==> config.mk <==
export PLATFORM = sky130hd
export DESIGN_NAME = dma_channel_end_flat
export DESIGN_NICKNAME = d
export VERILOG_FILES = /design/src/inc/burst_pkg.sv /design/src/inc/burst_if.sv /design/src/rtl/dma_channel_end.sv /design/src/flat_wrapper.sv
export SDC_FILE = /design/constraint.sdc
export NUM_CORES = 1
export LEC_CHECK = 0
export BUFFER_PORTS_ARGS = -buffer_cell sky130_fd_sc_hd__buf_2
export CAP_MARGIN = 10
export CORE_UTILIZATION = 45
export CTS_BUF_LIST = sky130_fd_sc_hd__clkbuf_8
export DETAILED_ROUTE_END_ITERATION = 7
export SKIP_LAST_GASP = 1
export SLEW_MARGIN = 20
export SYNTH_ARGS = -nofsm -noshare
export SYNTH_HDL_FRONTEND = slang
export SYNTH_SLANG_ARGS = --single-unit
==> constraint.sdc <==
create_clock -name clk_sys_i -period 4.91 [get_ports clk_sys_i]
set_input_delay 0.491 -clock clk_sys_i [delete_from_list [all_inputs] [get_ports clk_sys_i]]
set_output_delay 0.491 -clock clk_sys_i [all_outputs]
set_load 0.05 [all_outputs]
==> src/inc/burst_pkg.sv <==
`default_nettype none
package burst_pkg;
  // ****************************************
  // data path and register map
  // ****************************************
  localparam int          DATA_W      = 32;
  localparam int          IDX_W       = 5;
  localparam int          REG_COUNT   = 32;
  localparam int          SW_ADDR_W   = 7;
  localparam logic [4:0]  CTL_ONE_IDX = 5'h00;
  localparam logic [4:0]  RELOAD_IDX  = 5'h0b;
  localparam logic [4:0]  REPEAT_IDX  = 5'h0c;
  localparam logic [4:0]  CMP_ONE_IDX = 5'h0d;
  localparam logic [4:0]  CONTROL_IDX = 5'h12;
  localparam logic [4:0]  WINDOW_IDX  = 5'h13;
  // ****************************************
  // burst control fields
  // ****************************************
  localparam int          CTRL_W      = 16;
  localparam int          BASE_LSB    = 0;
  localparam int          BEAT_LSB    = 8;
  localparam int          FIELD_W     = 5;
  localparam logic [15:0] CTRL_RESET  = 16'h0000;
  localparam logic [31:0] REG_RESET   = 32'h0000_0000;
  // ****************************************
  // dma channel registers
  // ****************************************
  localparam int          H_ADDR_W    = 5;
  localparam logic [4:0]  H_CTRL      = 5'h00;
  localparam logic [4:0]  H_COUNT     = 5'h04;
  localparam logic [4:0]  H_MADDR     = 5'h08;
  localparam logic [4:0]  H_DATA      = 5'h0c;
  localparam logic [4:0]  H_STATUS    = 5'h10;
  localparam int          H_EN_BIT    = 0;
  localparam int          H_DIR_BIT   = 1;
  localparam int          COUNT_W     = 16;
  localparam int          FIFO_DEPTH  = 8;

  typedef enum logic [2:0] {
    B_IDLE = 3'b001,
    B_REQ  = 3'b010,
    B_NEXT = 3'b100
  } burst_state_t;

  typedef enum logic [3:0] {
    C_IDLE = 4'b0001,
    C_XFER = 4'b0010,
    C_CAPT = 4'b0100,
    C_ACK  = 4'b1000
  } chan_state_t;
endpackage
`default_nettype wire

==> src/inc/burst_if.sv <==
`timescale 1ns/100ps
`default_nettype none
interface burst_if;
  import burst_pkg::*;
  logic              dma_req;
  logic              dma_ack;
  logic              win_wr;
  logic              win_rd;
  logic [DATA_W-1:0] win_wdata;
  logic [DATA_W-1:0] win_rdata;

  modport timer_end (output dma_req, input dma_ack, input win_wr, input win_rd,
                     input win_wdata, output win_rdata);
  modport dma_end   (input dma_req, output dma_ack, output win_wr, output win_rd,
                     output win_wdata, input win_rdata);
endinterface
`default_nettype wire

==> src/rtl/dma_channel_end.sv <==
`timescale 1ns/100ps
`default_nettype none
module burst_fifo #(
  parameter int WIDTH = 32,
  parameter int DEPTH = 8
) (
  input  wire logic             clk_sys_i,
  input  wire logic             srst_i,
  input  wire logic             in_valid_i,
  output logic                  in_ready_o,
  input  wire logic [WIDTH-1:0] in_data_i,
  output logic                  out_valid_o,
  input  wire logic             out_ready_i,
  output logic      [WIDTH-1:0] out_data_o
);
  localparam int AW = $clog2(DEPTH);
  logic [WIDTH-1:0] mem [DEPTH];
  logic [AW:0]      wr_ptr_reg;
  logic [AW:0]      rd_ptr_reg;

  wire logic full  = (wr_ptr_reg[AW] != rd_ptr_reg[AW]) && (wr_ptr_reg[AW-1:0] == rd_ptr_reg[AW-1:0]);
  wire logic empty = wr_ptr_reg == rd_ptr_reg;
  wire logic push  = in_valid_i && !full;
  wire logic pop   = out_ready_i && !empty;

  always_ff @(posedge clk_sys_i) begin
    if (srst_i) begin
      wr_ptr_reg <= '0;
    end else if (push) begin
      wr_ptr_reg <= wr_ptr_reg + 1'b1;
    end
  end

  always_ff @(posedge clk_sys_i) begin
    if (srst_i) begin
      rd_ptr_reg <= '0;
    end else if (pop) begin
      rd_ptr_reg <= rd_ptr_reg + 1'b1;
    end
  end

  always_ff @(posedge clk_sys_i) begin
    if (push) begin
      mem[wr_ptr_reg[AW-1:0]] <= in_data_i;
    end
  end

  assign in_ready_o  = !full;
  assign out_valid_o = !empty;
  assign out_data_o  = mem[rd_ptr_reg[AW-1:0]];
endmodule

module dma_channel_end (
  input  wire logic                           clk_sys_i,
  input  wire logic                           srst_i,
  input  wire logic [burst_pkg::H_ADDR_W-1:0] reg_addr_i,
  input  wire logic [burst_pkg::DATA_W-1:0]   reg_wdata_i,
  input  wire logic                           reg_wr_i,
  input  wire logic                           reg_rd_i,
  output logic      [burst_pkg::DATA_W-1:0]   reg_rdata_o,
  output logic                                chan_busy_o,
  burst_if.dma_end                            link
);
  import burst_pkg::*;

  // ****************************************
  // state
  // ****************************************
  logic                 en_reg;
  logic                 p2m_reg;
  logic [COUNT_W-1:0]   count_reg;
  logic [DATA_W-1:0]    maddr_reg;
  logic                 ack_reg;
  logic                 win_wr_reg;
  logic                 win_rd_reg;
  logic [DATA_W-1:0]    win_wdata_reg;
  logic [DATA_W-1:0]    reg_rdata_reg;
  logic                 chan_busy_reg;
  chan_state_t          state_reg;
  chan_state_t          state_next;
  logic                 f_in_ready;
  logic                 f_out_valid;
  logic [DATA_W-1:0]    f_out_data;

  // ****************************************
  // decode
  // ****************************************
  wire logic sw_data_wr = reg_wr_i && (reg_addr_i == H_DATA);
  wire logic sw_data_rd = reg_rd_i && (reg_addr_i == H_DATA);
  // a pending request waits here until software enables the channel
  wire logic start      = (state_reg == C_IDLE) && en_reg && link.dma_req && (count_reg != '0) &&
                          (p2m_reg ? f_in_ready : f_out_valid);
  wire logic dma_pop    = start && !p2m_reg;
  wire logic f_in_valid = p2m_reg ? (state_reg == C_CAPT) : sw_data_wr;
  wire logic [DATA_W-1:0] f_in_data = p2m_reg ? link.win_rdata : reg_wdata_i;
  wire logic f_out_ready = p2m_reg ? sw_data_rd : dma_pop;
  wire logic [DATA_W-1:0] status_word = {{(DATA_W-3){1'b0}}, state_reg != C_IDLE, !f_in_ready, !f_out_valid};

  burst_fifo #(
    .WIDTH (DATA_W),
    .DEPTH (FIFO_DEPTH)
  ) u_fifo (
    .clk_sys_i   (clk_sys_i),
    .srst_i      (srst_i),
    .in_valid_i  (f_in_valid),
    .in_ready_o  (f_in_ready),
    .in_data_i   (f_in_data),
    .out_valid_o (f_out_valid),
    .out_ready_i (f_out_ready),
    .out_data_o  (f_out_data)
  );

  // ****************************************
  // transfer sequencer
  // ****************************************
  always_comb begin
    state_next = state_reg;
    unique case (state_reg)
      C_IDLE: state_next = start ? C_XFER : C_IDLE;
      C_XFER: state_next = p2m_reg ? C_CAPT : C_ACK;
      C_CAPT: state_next = C_ACK;
      C_ACK:  state_next = C_IDLE;
    endcase
  end

  always_ff @(posedge clk_sys_i) begin
    if (srst_i) begin
      state_reg <= C_IDLE;
    end else begin
      state_reg <= state_next;
    end
  end

  always_ff @(posedge clk_sys_i) begin
    if (srst_i) begin
      chan_busy_reg <= 1'b0;
    end else begin
      chan_busy_reg <= state_next != C_IDLE;
    end
  end

  // one element per request, always at the single window address
  always_ff @(posedge clk_sys_i) begin
    if (srst_i) begin
      win_wr_reg <= 1'b0;
      win_rd_reg <= 1'b0;
    end else begin
      win_wr_reg <= dma_pop;
      win_rd_reg <= start && p2m_reg;
    end
  end

  always_ff @(posedge clk_sys_i) begin
    if (srst_i) begin
      win_wdata_reg <= '0;
    end else if (dma_pop) begin
      win_wdata_reg <= f_out_data;
    end
  end

  always_ff @(posedge clk_sys_i) begin
    if (srst_i) begin
      ack_reg <= 1'b0;
    end else begin
      ack_reg <= state_next == C_ACK;
    end
  end

  // ****************************************
  // software registers
  // ****************************************
  always_ff @(posedge clk_sys_i) begin
    if (srst_i) begin
      en_reg  <= 1'b0;
      p2m_reg <= 1'b0;
    end else if (reg_wr_i && reg_addr_i == H_CTRL) begin
      en_reg  <= reg_wdata_i[H_EN_BIT];
      p2m_reg <= reg_wdata_i[H_DIR_BIT];
    end
  end

  always_ff @(posedge clk_sys_i) begin
    if (srst_i) begin
      count_reg <= '0;
      maddr_reg <= '0;
    end else begin
      if (reg_wr_i && reg_addr_i == H_COUNT) begin
        count_reg <= reg_wdata_i[COUNT_W-1:0];
      end else if (state_reg == C_ACK) begin
        count_reg <= count_reg - 1'b1;
      end
      if (reg_wr_i && reg_addr_i == H_MADDR) begin
        maddr_reg <= reg_wdata_i;
      end else if (state_reg == C_ACK) begin
        maddr_reg <= maddr_reg + 32'h0000_0004;
      end
    end
  end

  always_ff @(posedge clk_sys_i) begin
    if (srst_i) begin
      reg_rdata_reg <= '0;
    end else if (reg_rd_i) begin
      unique case (reg_addr_i)
        H_CTRL:   reg_rdata_reg <= {{(DATA_W-2){1'b0}}, p2m_reg, en_reg};
        H_COUNT:  reg_rdata_reg <= {{(DATA_W-COUNT_W){1'b0}}, count_reg};
        H_MADDR:  reg_rdata_reg <= maddr_reg;
        H_DATA:   reg_rdata_reg <= f_out_data;
        H_STATUS: reg_rdata_reg <= status_word;
        default:  reg_rdata_reg <= '0;
      endcase
    end
  end

  // ****************************************
  // outputs
  // ****************************************
  assign link.dma_ack   = ack_reg;
  assign link.win_wr    = win_wr_reg;
  assign link.win_rd    = win_rd_reg;
  assign link.win_wdata = win_wdata_reg;
  assign reg_rdata_o    = reg_rdata_reg;
  assign chan_busy_o    = chan_busy_reg;
endmodule
`default_nettype wire

==> src/flat_wrapper.sv <==
// flat-port wrapper written by rule: the top's interface ports become plain ports
module dma_channel_end_flat import burst_pkg::*;
  (clk_sys_i, srst_i, reg_addr_i, reg_wdata_i, reg_wr_i, reg_rd_i, reg_rdata_o, chan_busy_o, link_dma_req, link_dma_ack, link_win_wr, link_win_rd, link_win_wdata, link_win_rdata);
  burst_if link_i ();
  input  wire logic clk_sys_i;
  input  wire logic srst_i;
  input  wire logic [burst_pkg::H_ADDR_W-1:0] reg_addr_i;
  input  wire logic [burst_pkg::DATA_W-1:0] reg_wdata_i;
  input  wire logic reg_wr_i;
  input  wire logic reg_rd_i;
  output logic      [burst_pkg::DATA_W-1:0] reg_rdata_o;
  output logic chan_busy_o;
  input wire logic [$bits(link_i.dma_req)-1:0] link_dma_req;
  output wire logic [$bits(link_i.dma_ack)-1:0] link_dma_ack;
  output wire logic [$bits(link_i.win_wr)-1:0] link_win_wr;
  output wire logic [$bits(link_i.win_rd)-1:0] link_win_rd;
  output wire logic [$bits(link_i.win_wdata)-1:0] link_win_wdata;
  input wire logic [$bits(link_i.win_rdata)-1:0] link_win_rdata;
  assign link_i.dma_req = link_dma_req;
  assign link_dma_ack = link_i.dma_ack;
  assign link_win_wr = link_i.win_wr;
  assign link_win_rd = link_i.win_rd;
  assign link_win_wdata = link_i.win_wdata;
  assign link_i.win_rdata = link_win_rdata;
  dma_channel_end u_core (.clk_sys_i(clk_sys_i), .srst_i(srst_i), .reg_addr_i(reg_addr_i), .reg_wdata_i(reg_wdata_i), .reg_wr_i(reg_wr_i), .reg_rd_i(reg_rd_i), .reg_rdata_o(reg_rdata_o), .chan_busy_o(chan_busy_o), .link(link_i));
endmodule
# Word level (Yosys, flattened, before mapping)
# Memories as Yosys holds them, arrays and structs flattened. A register that Yosys moved wholly into a read port is not among the register bits.
# Cells that the tools add are included.
# Widths: inputs -> output; s select.
dict set report classes {
  n_mux 16
  n_eq_ne 14
  n_reduce_logical 21
  n_addsub 4
}
# cell count
set ops {}
lappend ops {{$pmux 32 s5} 1}
lappend ops {{$mux 32} 3}
lappend ops {{$add 32x3->32 const B} 1}
lappend ops {{$mux 16} 2}
lappend ops {{$pmux 4 s4} 1}
lappend ops {{$reduce_bool 16->1} 1}
lappend ops {{$sub 16x1->16 const B} 1}
lappend ops {{$logic_and 1x1->1} 14}
lappend ops {{$eq 5x4->1 const B} 2}
lappend ops {{$add 4x1->4 const B} 2}
lappend ops {{$eq 4x4->1 const B} 2}
lappend ops {{$ne 4x1->1 const B} 2}
lappend ops {{$mux 3} 2}
lappend ops {{$eq 5x3->1 const B} 1}
lappend ops {{$eq 5x5->1 const B} 1}
lappend ops {{$logic_not 5->1} 1}
lappend ops {{$mux 1} 5}
lappend ops {{$eq 4x1->1 const B} 1}
lappend ops {{$eq 4x2->1 const B} 1}
lappend ops {{$eq 4x3->1 const B} 1}
lappend ops {{$eq 4x4->1} 1}
lappend ops {{$mux 4} 1}
lappend ops {{$reduce_bool 2->1} 2}
lappend ops {{$eq 3x3->1} 1}
lappend ops {{other kinds (3)} 5}
dict set report totals {
  elab_cells 69
  inputBits 74
  regBits 130
  output_inout_bits 68
  memories 1
  ram_bits 256
}
# name depth word_bits rd rd_ports_with_merged_regs wr line
set memory_table {}
lappend memory_table {u_core.u_fifo.mem 8 32 1 1 1 dma_channel_end.sv:17} ;# logic [WIDTH-1:0] mem [DEPTH];

# Depth between registers and ports, before layout
# Gate-level depths: netlist (run 1).
dict set report depth {
  ltp_word 10
  depth_mapped 9
  ltp_nobuf 7
}

# Modules after synthesis
# Synthesis (run 1) repeated with hierarchy kept, for this count alone.
dict set report hier_totals {
  cells_unflattened 1139
  area_unflattened_um2 16360.7
}
# module instances cells_each area_per_inst_um2 seq_area_each_um2
set by_module_without_submodules {}
lappend by_module_without_submodules {burst_fifo 1 455 10358.7 7907.6}
lappend by_module_without_submodules {dma_channel_end 1 684 6002.0 2442.3}

# Worst setup path before layout (run 1)
# Ideal clock, no wire load.
dict set report synth_path {
  path_kind {input to register}
  start {in reg_addr_i[4] in the netlist's numbering}
  end {mem u_core.u_fifo.mem[2][0] (enable)}
  path_stages 5
  setup_time_ps 468
  slack_ps 506
  path_buffers 1
  arrival_ps 3936
  path_cell_list {nor3_1 > clkbuf_1 > a22oi_1 > or3_1 > nor3b_1}
}
dict set report synth_between {
  elab_chain_len 6
}
# item line
set synth_rtl {}
lappend synth_rtl {{start: declaration} flat_wrapper.sv:7} ;# input wire logic [burst_pkg::H_ADDR_W-1:0] reg_addr_i;
lappend synth_rtl {{$eq 5x4->1} dma_channel_end.sv:88} ;# wire logic sw_data_wr = reg_wr_i && (reg_addr_i == H_DATA);
lappend synth_rtl {{$logic_and 1x1->1} dma_channel_end.sv:88}
lappend synth_rtl {{$mux 1} dma_channel_end.sv:94} ;# wire logic f_in_valid = p2m_reg ? (state_reg == C_CAPT) : sw_data_wr;
lappend synth_rtl {{$logic_and 1x1->1} dma_channel_end.sv:23} ;# wire logic push = in_valid_i && !full;
lappend synth_rtl {{$mux 1} dma_channel_end.sv:43} ;# if (push) begin
lappend synth_rtl {{$mux 1 (not written as such)} dma_channel_end.sv:44} ;# mem[wr_ptr_reg[AW-1:0]] <= in_data_i;
lappend synth_rtl {{end: declaration} dma_channel_end.sv:17}
# Every way passes these cells.

# Final worst setup path (run 1)
dict set report layout_path {
  start {reg u_core.u_fifo.wr_ptr_reg[1]}
  end {mem u_core.u_fifo.mem[3][8] (enable)}
}
dict set report layout_between {
  elab_chain_len 6
}
# item line
set layout_rtl {}
lappend layout_rtl {{start: declaration} dma_channel_end.sv:18} ;# logic [AW:0] wr_ptr_reg;
lappend layout_rtl {{start signal: assignment} dma_channel_end.sv:30} ;# wr_ptr_reg <= wr_ptr_reg + 1'b1;
lappend layout_rtl {{$eq 3x3->1} dma_channel_end.sv:21} ;# wire logic full = (wr_ptr_reg[AW] != rd_ptr_reg[AW]) && (wr_ptr_reg[AW-1:0] == rd_ptr_reg[AW-1:0]);
lappend layout_rtl {{$logic_and 1x1->1} dma_channel_end.sv:21}
lappend layout_rtl {{$logic_not 1->1} dma_channel_end.sv:23}
lappend layout_rtl {{$logic_and 1x1->1} dma_channel_end.sv:23}
lappend layout_rtl {{$mux 1} dma_channel_end.sv:43}
lappend layout_rtl {{$mux 1 (not written as such)} dma_channel_end.sv:44}
# Parallel ways exist; a longest one is shown, timed or not.

==> results.txt, run 1 <==
max-cap viol count: 0
syn avg cell area: 14.4 sq um
Yosys reg bits: 389
vias in the first global route: 10300
ys flop type: edfxtp_1
number of gates resized after cts: 0
Synth Cell Area: 16400 sq um
Initial Util: 46.0%
Post-CTS Setup Bufs: 0
Sw Share: 22.2%
startpoint class of the critical path: register
GRT Overall Usage: 23.5%
status: finished with violations
post-synthesis cell count: 1135
power per standard cell area: 336 nW/um^2
clk_lat worst skew: 580 ps
Core ar.: 35700 sq um
failing checks: design-rule violations
Hold Crit Class: in -> reg
Syn. warnings: 0
die height: 193 um
Hold Buf Count CTS: 0
total net switching power: 1400 uW
Area growth, synth to finish: 15.0%
Pre-antenna DRT Iters: 7
final setup vio count: 0
Design Power: 6330 uW
Worst path max stage delay: 710 ps
Post-synth ARST share: 0%
nets: 1376
uppermost layer routed: met4
setup TNS: 0 ps
CP max-delay cell: nor2_4
Sink Count: 389
H-tree depth: 3
clock share of power: 41.7%
Slew Limit Fails: 0
Die ar.: 37200 sq um
achievable clock frequency: 320 MHz
RSZ-0062 raised after global routing: false
grt total ovfl: 0
Distinct cells, synth: 65
Rel. slew slack: 20.6%
chip width: 193 um
Top delay family on crit path: simple AND/OR/NAND/NOR gates
hold path start: reg_wdata_i[31]
Residual DRC: 16
combinational fraction of design power: 2.9%
worst vdd ir: 0.000188 V
Inst Count DP: 1690
diodes inserted: 0
WL met3: 2.63 mm
Net Count, Synth: 1213
Leakage: 0.00642 uW
Ports: 142
Req. time, crit path: 5160 ps
IO Port Bufs: 141
final hold vios: 0
Clock transition at path regs: 60 ps
CP Max Fanout: 20
Worst EP arrival: 3380 ps
Max Root-Sink Buffers: 3
clock root buffer: clkbuf_8
wire per inst: 23.6 um
initial drt markers: 1049
register share of total power: 55.3%
Seq/Total Area, Yosys: 63.2%
max FFs per register: 256
Pint: 4930 uW
Hold WS: 179 ps
WS Path Type: reg -> reg
critical path cell sequence: xor2_1, nor4_1, or3_1, nor2_4, buf_4
first-pass GRT wire length: 63.8 mm
clock skew: 31.8 ps
CTS tree: done
largest net degree at the start of global routing: 52
worst path bufs/invs: 1
post-layout min period: 3130 ps
vias: 10500
Reg2Reg Launch Point: u_core.u_fifo.wr_ptr_reg[1]$_SDFFE_PP0P_
Least-Margin Pin Slew: 1180 ps
final instance count without filler cells: 1810
vias per cell: 5.79
Metal-1 WL: 18.9 mm
share of cells above drive strength 1: 31.6%
routability congestion estimate: 0.821
number of flops mapped to enable cells by yosys: 256
CTS Buf Count: 66
hpwl dp: 27.1 mm
CP startpoint: u_core.u_fifo.wr_ptr_reg[1]$_SDFFE_PP0P_
crit share post-route: 63.7%
initial antenna violation count: 1
Row Count: 69
critical path endpoint category: register
WL final: 42.7 mm
ANT nets after route: 0
metal2 WL: 20.5 mm
[synthesized netlist by cell type, drive strengths merged, types with 15 or more instances]
cell	n	share of area (%)
edfxtp	256	47
dfxtp	133	16
nor2	127	3.0
mux4	64	8.8
a211oi	50	2.9
mux2	50	3.4
nor3	48	1.5
clkbuf	42	0.96
buf	33	1.1
a21oi	32	0.98
nand2	31	0.71
xor2	31	1.7
nand3	22	0.73
mux2i	21	1.3
xnor2	19	1.0
a22oi	16	0.73
a222oi	15	0.92
[metrics by stage]
step | util (%) | instance area, sq um | setup WS (ps)
2_1_floorplan | - | 16400 | 506
3_3_place_gp | 49.4 | 17600 | 1770
3_5_place_dp | 49.4 | 17600 | 1720
4_1_cts | 52.8 | 18800 | 1780
5_1_grt | 52.9 | 18800 | 1610
6_report | 52.9 | 18800 | 1780
[final timing paths]
| path | slack, ps | end | depth (start not counted) |
|---|---|---|---|
| worst max-delay path | 1780 | u_core.u_fifo.mem[3][8]$_DFFE_PP_ | 5 |
| worst min-delay path | 180 | u_core.maddr_reg[31]$_SDFFE_PP0P_ | 3 |
| worst max register to register | 1780 | u_core.u_fifo.mem[3][8]$_DFFE_PP_ | 5 |
| worst min register to register | 460 | u_core.reg_rdata_o[1]$_SDFFE_PP0P_ | 2 |
[power by group through the flow]
stage               combinational [uW]  clock, uW  sequential (uW)
floorplan                         95.1          0             3570
global placement                   181          0             3570
detailed placement                 184          0             3570
CTS                                184       2710             3500
global route                       200       2860             3500
finish                             185       2640             3500
[cell usage in the layout, fill, tap and decap left out, drive strengths merged, types with 32 or more instances in the layout]
master	n
a211oi	50
dfxtp	133
mux4	64
a21oi	32
nor3	48
nor2	127
edfxtp	256
inv	38
buf	170
mux2	50
clkbuf	74
[worst min-delay path, stage by stage]
cell     delay [ps]
buf_2           110
nand2_1          50
o21ai_0          60
[area by class of cell]
cell class / count / area [sq um]
Fill cell: 2959 / 16800
Sequential cell: 389 / 10400
Multi-Input combinational cell: 663 / 5740
Clock buffer: 74 / 1020
Timing Repair Buffer: 170 / 938
Tap cell: 461 / 577
Clock inverter: 45 / 190
Inverter: 8 / 30.0
[kinds of logic after synthesis]
group	Yosys count	synth area share, %
flip-flops	389	63.2
AND/OR/NAND/NOR	301	9.55
AO/OA/AOI/OAI	173	8.48
multiplexers	135	13.5
buffers and inverters	83	2.26
XOR/XNOR	50	2.72
adder cells (fa/ha/maj)	4	0.305
[layer usage]
metal	GRT usage (%)	vias to the layer above
met5	0	-
met4	6.18	0
met3	4.80	52
met2	37.2	334
met1	33.0	5328
li1	-	4774
(Power assumes the default switching activity.)
==> inputs of run 2 (changes only) <==
--- a/config.mk
+++ b/config.mk
@@ -5,11 +5,13 @@
 export SDC_FILE = /design/constraint.sdc
 export NUM_CORES = 1
 export LEC_CHECK = 0
+export ABC_AREA = 1
 export BUFFER_PORTS_ARGS = -buffer_cell sky130_fd_sc_hd__buf_2
 export CAP_MARGIN = 10
 export CORE_UTILIZATION = 45
 export CTS_BUF_LIST = sky130_fd_sc_hd__clkbuf_8
 export DETAILED_ROUTE_END_ITERATION = 7
+export PLACE_DENSITY = 0.65
 export SKIP_LAST_GASP = 1
 export SLEW_MARGIN = 20
 export SYNTH_ARGS = -nofsm -noshare
==> constraint.sdc (replaced) <==
create_clock -name clk_sys_i -period 2.6 [get_ports clk_sys_i]
set_input_delay 0.26 -clock clk_sys_i [delete_from_list [all_inputs] [get_ports clk_sys_i]]
set_output_delay 0.26 -clock clk_sys_i [all_outputs]
set_load 0.05 [all_outputs]
==> results.txt, run 2 <==
Residual DRC: 0
Ports: 142
clock root buffer: clkbuf_8
post-synthesis cell count: 1997
post-layout min period: 2260 ps
die height: 201 um
M3 GR Usage: 6.27%
most common cell in the netlist: nand2_1
commonest non-fill, non-tap cell in the layout: nand2_1
hold path start: reg_wdata_i[30]
initial antenna violation count: 1
worst vdd ir: 0.000319 V
hpwl dp: 36.3 mm
WL final: 52.9 mm
Reg2Reg Launch Point: u_core.u_fifo.wr_ptr_reg[2]$_SDFFE_PP0P_
CTS Buf Count: 67
Max Root-Sink Buffers: 3
Design Power: 12400 uW
Leakage: 0.00815 uW
Least-Margin Pin Slew: 1120 ps
gr busiest metal: met2
multi-input logic area: 6380 sq um
vias: 14500
startpoint class of the critical path: register
GRT Overall Usage: 26.4%
Req. time, crit path: 2880 ps
R2R setup slack: 340 ps
Slew Limit Fails: 0
power per standard cell area: 603 nW/um^2
Pre-antenna DRT Iters: 8
Sink Count: 389
synth top area cells: edfxtp_1 (43%), dfxtp_1 (15%), nand2_1 (10%)
final hold vios: 0
nets: 2253
Post-synth ARST share: 0%
crit share post-route: 86.9%
Hold Crit Class: in -> reg
share of cells above drive strength 1: 16.3%
Core ar.: 38700 sq um
fillers: 3612
RSZ-0062 raised after global routing: false
IO Port Bufs: 141
wire per inst: 19.3 um
H-tree depth: 3
clock skew: 21.6 ps
share of the synthesized area in the top cell type: 43.4%
vias per cell: 5.30
Final WS setup: 342 ps
Die ar.: 40200 sq um
final setup vio count: 0
vias in the first global route: 14200
diodes inserted: 0
sequential cell area: 10400 sq um
ANT nets after route: 0
first-pass GRT wire length: 81.3 mm
CP Max Fanout: 32
commonest cells after routing, fill and taps aside: nand2_1 (493), nor2_1 (322), edfxtp_1 (256), inv_1 (145), nand3_1 (144)
hold path depth: 5
clk_lat worst skew: 610 ps
met2 Use GR: 42.2%
Rel. slew slack: 24.7%
Row Count: 72
worst-case reg-to-reg path depth: 8
Design Area, Final: 20600 sq um
grt total ovfl: 0
achievable clock frequency: 443 MHz
Net Count, Synth: 2075
Initial Util: 45.8%
syn avg cell area: 8.88 sq um
max FFs per register: 256
Distinct cells, synth: 40
number of flops mapped to enable cells by yosys: 256
status: finished, final reports clean
Area growth, synth to finish: 16.2%
critical path endpoint category: register
dpl ws: 255 ps
Seq/Total Area, Yosys: 58.4%
Worst EP arrival: 2540 ps
max-cap viol count: 0
routability congestion estimate: 0.931
initial drt markers: 1154
CTS tree: done
Clock transition at path regs: 60 ps
Setup crit end: u_core.u_fifo.mem[6][29]$_DFFE_PP_
Synth Cell Area: 17700 sq um
ys flop type: edfxtp_1
CP startpoint: u_core.u_fifo.wr_ptr_reg[2]$_SDFFE_PP0P_
Syn. warnings: 0
DP Area: 19200 sq um
top cells by count, synth: nand2_1 (493), nor2_1 (326), edfxtp_1 (256), nand3_1 (144), o21ai_0 (141)
chip width: 201 um
Hold WS: 22.2 ps
r2r endpoint: u_core.u_fifo.mem[6][29]$_DFFE_PP_
largest net degree at the start of global routing: 80
leading area contributor after synthesis: edfxtp_1
Yosys reg bits: 389
WS Path Type: reg -> reg
M1 GR Usage: 34.5%
[run 2: what timing repair did]
action,4_1_cts,5_1_grt
resized for setup,0,0
hold endpoints to repair,21,0
buffers inserted,0,0
hold buffers,11,0
[run 2: area by class of cell]
class / count / area share, %
clock inverter: 45 / 1.12
multi-input combinational: 1369 / 30.9
tap: 518 / 3.15
inverter: 141 / 2.57
clock buffer: 77 / 5.14
timing repair buffer: 207 / 6.81
sequential: 389 / 50.3
[run 2: metal layers]
layer,vias to the layer above,share of wire (%)
met1,6885,42
met4,2,3.2
met5,-,0.025
met2,529,47
met3,100,7.9
li1,7033,-
[run 2: worst min path at each step]
stage / endpoint
finish: u_core.maddr_reg[30]$_SDFFE_PP0P_
detailed placement: u_core.reg_rdata_o[27]$_SDFFE_PP0P_
CTS: u_core.count_reg[15]$_SDFFE_PP0P_
floorplan: u_core.en_reg$_SDFFE_PP0P_
global placement: u_core.reg_rdata_o[13]$_SDFFE_PP0P_
global route: u_core.maddr_reg[30]$_SDFFE_PP0P_
[run 2: where the power goes]
group	switching, uW	internal (uW)	total (uW)
sequential	14.0	6610	6630
clock	2520	2820	5340
combinational	330	132	462
total	2870	9570	12400
[run 2: cells by family (layout without fill, tap and decap cells)]
logic type	count (synthesis)	count (layout)	synth area share (%)
AND/OR/NAND/NOR	1022	1022	24.3
flip-flops	389	389	58.4
AO/OA/AOI/OAI	321	321	9.89
buffers and inverters	239	470	6.08
XOR/XNOR	22	22	1.09
adder cells (fa/ha/maj)	4	4	0.282
[run 2: metrics by stage]
stage / utilization, % / TNS [ps] / std cells
2_1_floorplan: - / -30510 / 1997
3_3_place_gp: 49.6 / 0 / 2613
3_5_place_dp: 49.6 / 0 / 2613
4_1_cts: 53.2 / 0 / 2746
5_1_grt: 53.2 / 0 / 2746
6_report: 53.2 / 0 / 2746
[run 2: critical path, cell delays in order (launching register included)]
cell,delay (ps)
dfxtp_1,370
inv_2,130
nand2_1,60
nand2_1,90
inv_1,60
nand3_1,190
nand4_1,440
nor3_4,310
buf_12,260
==> inputs of run 3 (changes only) <==
--- a/config.mk
+++ b/config.mk
@@ -12,6 +12,7 @@
 export CTS_BUF_LIST = sky130_fd_sc_hd__clkbuf_8
 export DETAILED_ROUTE_END_ITERATION = 7
 export PLACE_DENSITY = 0.65
+export REMOVE_ABC_BUFFERS = 1
 export SKIP_LAST_GASP = 1
 export SLEW_MARGIN = 20
 export SYNTH_ARGS = -nofsm -noshare
==> results.txt, run 3 (synthesis gave the netlist of run 2 again) <==
clock share of power: 42.7%
Rel. slew slack: 28.2%
clk_lat worst skew: 620 ps
vias in the first global route: 13900
chip width: 201 um
WL final: 54.4 mm
dpl ws: 339 ps
Worst EP arrival: 2400 ps
clock skew: 34.3 ps
die height: 201 um
Least-Margin Pin Slew: 1070 ps
initial drt markers: 1214
status: finished, final reports clean
routability congestion estimate: 0.943
Sink Count: 389
total net switching power: 2870 uW
final setup vio count: 0
Hold Crit Class: in -> reg
Inst Count DP: 2610
crit share post-route: 82.5%
clock root buffer: clkbuf_8
diodes inserted: 0
Pint: 9510 uW
vias per cell: 5.34
CTS Buf Count: 67
max FFs per register: 256
Ports: 142
Area growth, synth to finish: 15.6%
worst vdd ir: 0.000365 V
grt total ovfl: 0
combinational fraction of design power: 3.7%
Design Area, Final: 20500 sq um
final hold vios: 0
largest net degree at the start of global routing: 129
first-pass GRT wire length: 81.9 mm
Sw Share: 23.2%
CP Max Fanout: 22
Max Root-Sink Buffers: 3
GRT Overall Usage: 26.9%
commonest non-fill, non-tap cell in the layout: nand2_1
ANT nets after route: 0
WS Path Type: reg -> reg
IO Port Bufs: 141
Slew Limit Fails: 0
power per standard cell area: 604 nW/um^2
Pre-antenna DRT Iters: 5
Post-CTS Setup Bufs: 0
Die ar.: 40200 sq um
Core ar.: 38700 sq um
CTS tree: done
commonest cells after routing, fill and taps aside: nand2_1 (493), nor2_1 (322), edfxtp_1 (256), inv_1 (153), nand3_1 (144)
vias: 14600
post-layout min period: 2140 ps
Req. time, crit path: 2860 ps
share of cells above drive strength 1: 16.1%
H-tree depth: 3
nets: 2246
Residual DRC: 0
DP Area: 19100 sq um
RSZ-0062 raised after global routing: false
final instance count without filler cells: 2740
fillers: 3644
achievable clock frequency: 466 MHz
number of gates resized after cts: 0
startpoint class of the critical path: register
wire per inst: 19.8 um
initial antenna violation count: 0
Hold WS: 53.5 ps
R2R setup slack: 460 ps
max-cap viol count: 0
Leakage: 0.00808 uW
Clock transition at path regs: 70 ps
setup TNS: 0 ps
Initial Util: 45.8%
critical path endpoint category: register
Final WS setup: 456 ps
hpwl dp: 36.6 mm
register share of total power: 53.5%
Row Count: 72
==> run 3: area by class of cell <==
cell class / instances / area [sq um] / area share (%)
clock inverter: 44 / 193 / 0.940
multi-input combinational: 1369 / 6350 / 31.0
sequential: 389 / 10400 / 50.5
tap: 518 / 648 / 3.16
inverter: 141 / 529 / 2.58
clock buffer: 79 / 1090 / 5.31
timing repair buffer: 200 / 1330 / 6.48
==> run 3: power by group through the flow <==
stage | clock network [uW] | registers, uW | logic, uW
3_5_place_dp | 0 | 6760 | 453
3_3_place_gp | 0 | 6750 | 446
4_1_cts | 5370 | 6620 | 463
5_1_grt | 5640 | 6620 | 493
2_1_floorplan | 0 | 6760 | 173
6_report | 5290 | 6630 | 463
==> run 3: timing repair <==
action,4_1_cts,5_1_grt
endpoints found under the setup margin,0,0
hold buffers,7,0
endpoints found under the hold margin,7,0
==> run 3: path summary, 6_finish.rpt <==
check                                                         startpoint                             endpoint  cells past startpoint
worst min-delay path                                      reg_wdata_i[1]          u_core.p2m_reg$_SDFFE_PP0P_                      3
worst min register to register       u_core.reg_rdata_o[23]$_SDFFE_PP0P_  u_core.reg_rdata_o[23]$_SDFFE_PP0P_                      2
worst max-delay path            u_core.u_fifo.wr_ptr_reg[2]$_SDFFE_PP0P_   u_core.u_fifo.mem[5][29]$_DFFE_PP_                      8
worst max register to register  u_core.u_fifo.wr_ptr_reg[2]$_SDFFE_PP0P_   u_core.u_fifo.mem[5][29]$_DFFE_PP_                      8
==> run 3: layer usage <==
layer | track usage, % | part of all wire, %
met1 | 34.9 | 42
met2 | 44.7 | 48
met3 | 4.14 | 5.6
met4 | 11.2 | 3.6
met5 | 0 | 0
==> run 3: worst max-delay path: stages (launching register included) <==
cell and delay, ps:
dfxtp_1 370, inv_2 120, nand2_1 60, nand2_1 90
inv_1 60, nand3_1 180, nand3_2 260, nor3_2 240
buf_4 390
==> run 3: stage by stage <==
step / total power, uW / util [%]
after CTS: 12500 / 52.9
after floorplan: 6940 / -
after global placement: 7200 / 49.4
final: 12400 / 52.9
after global routing: 12800 / 52.9
after detailed placement: 7210 / 49.4
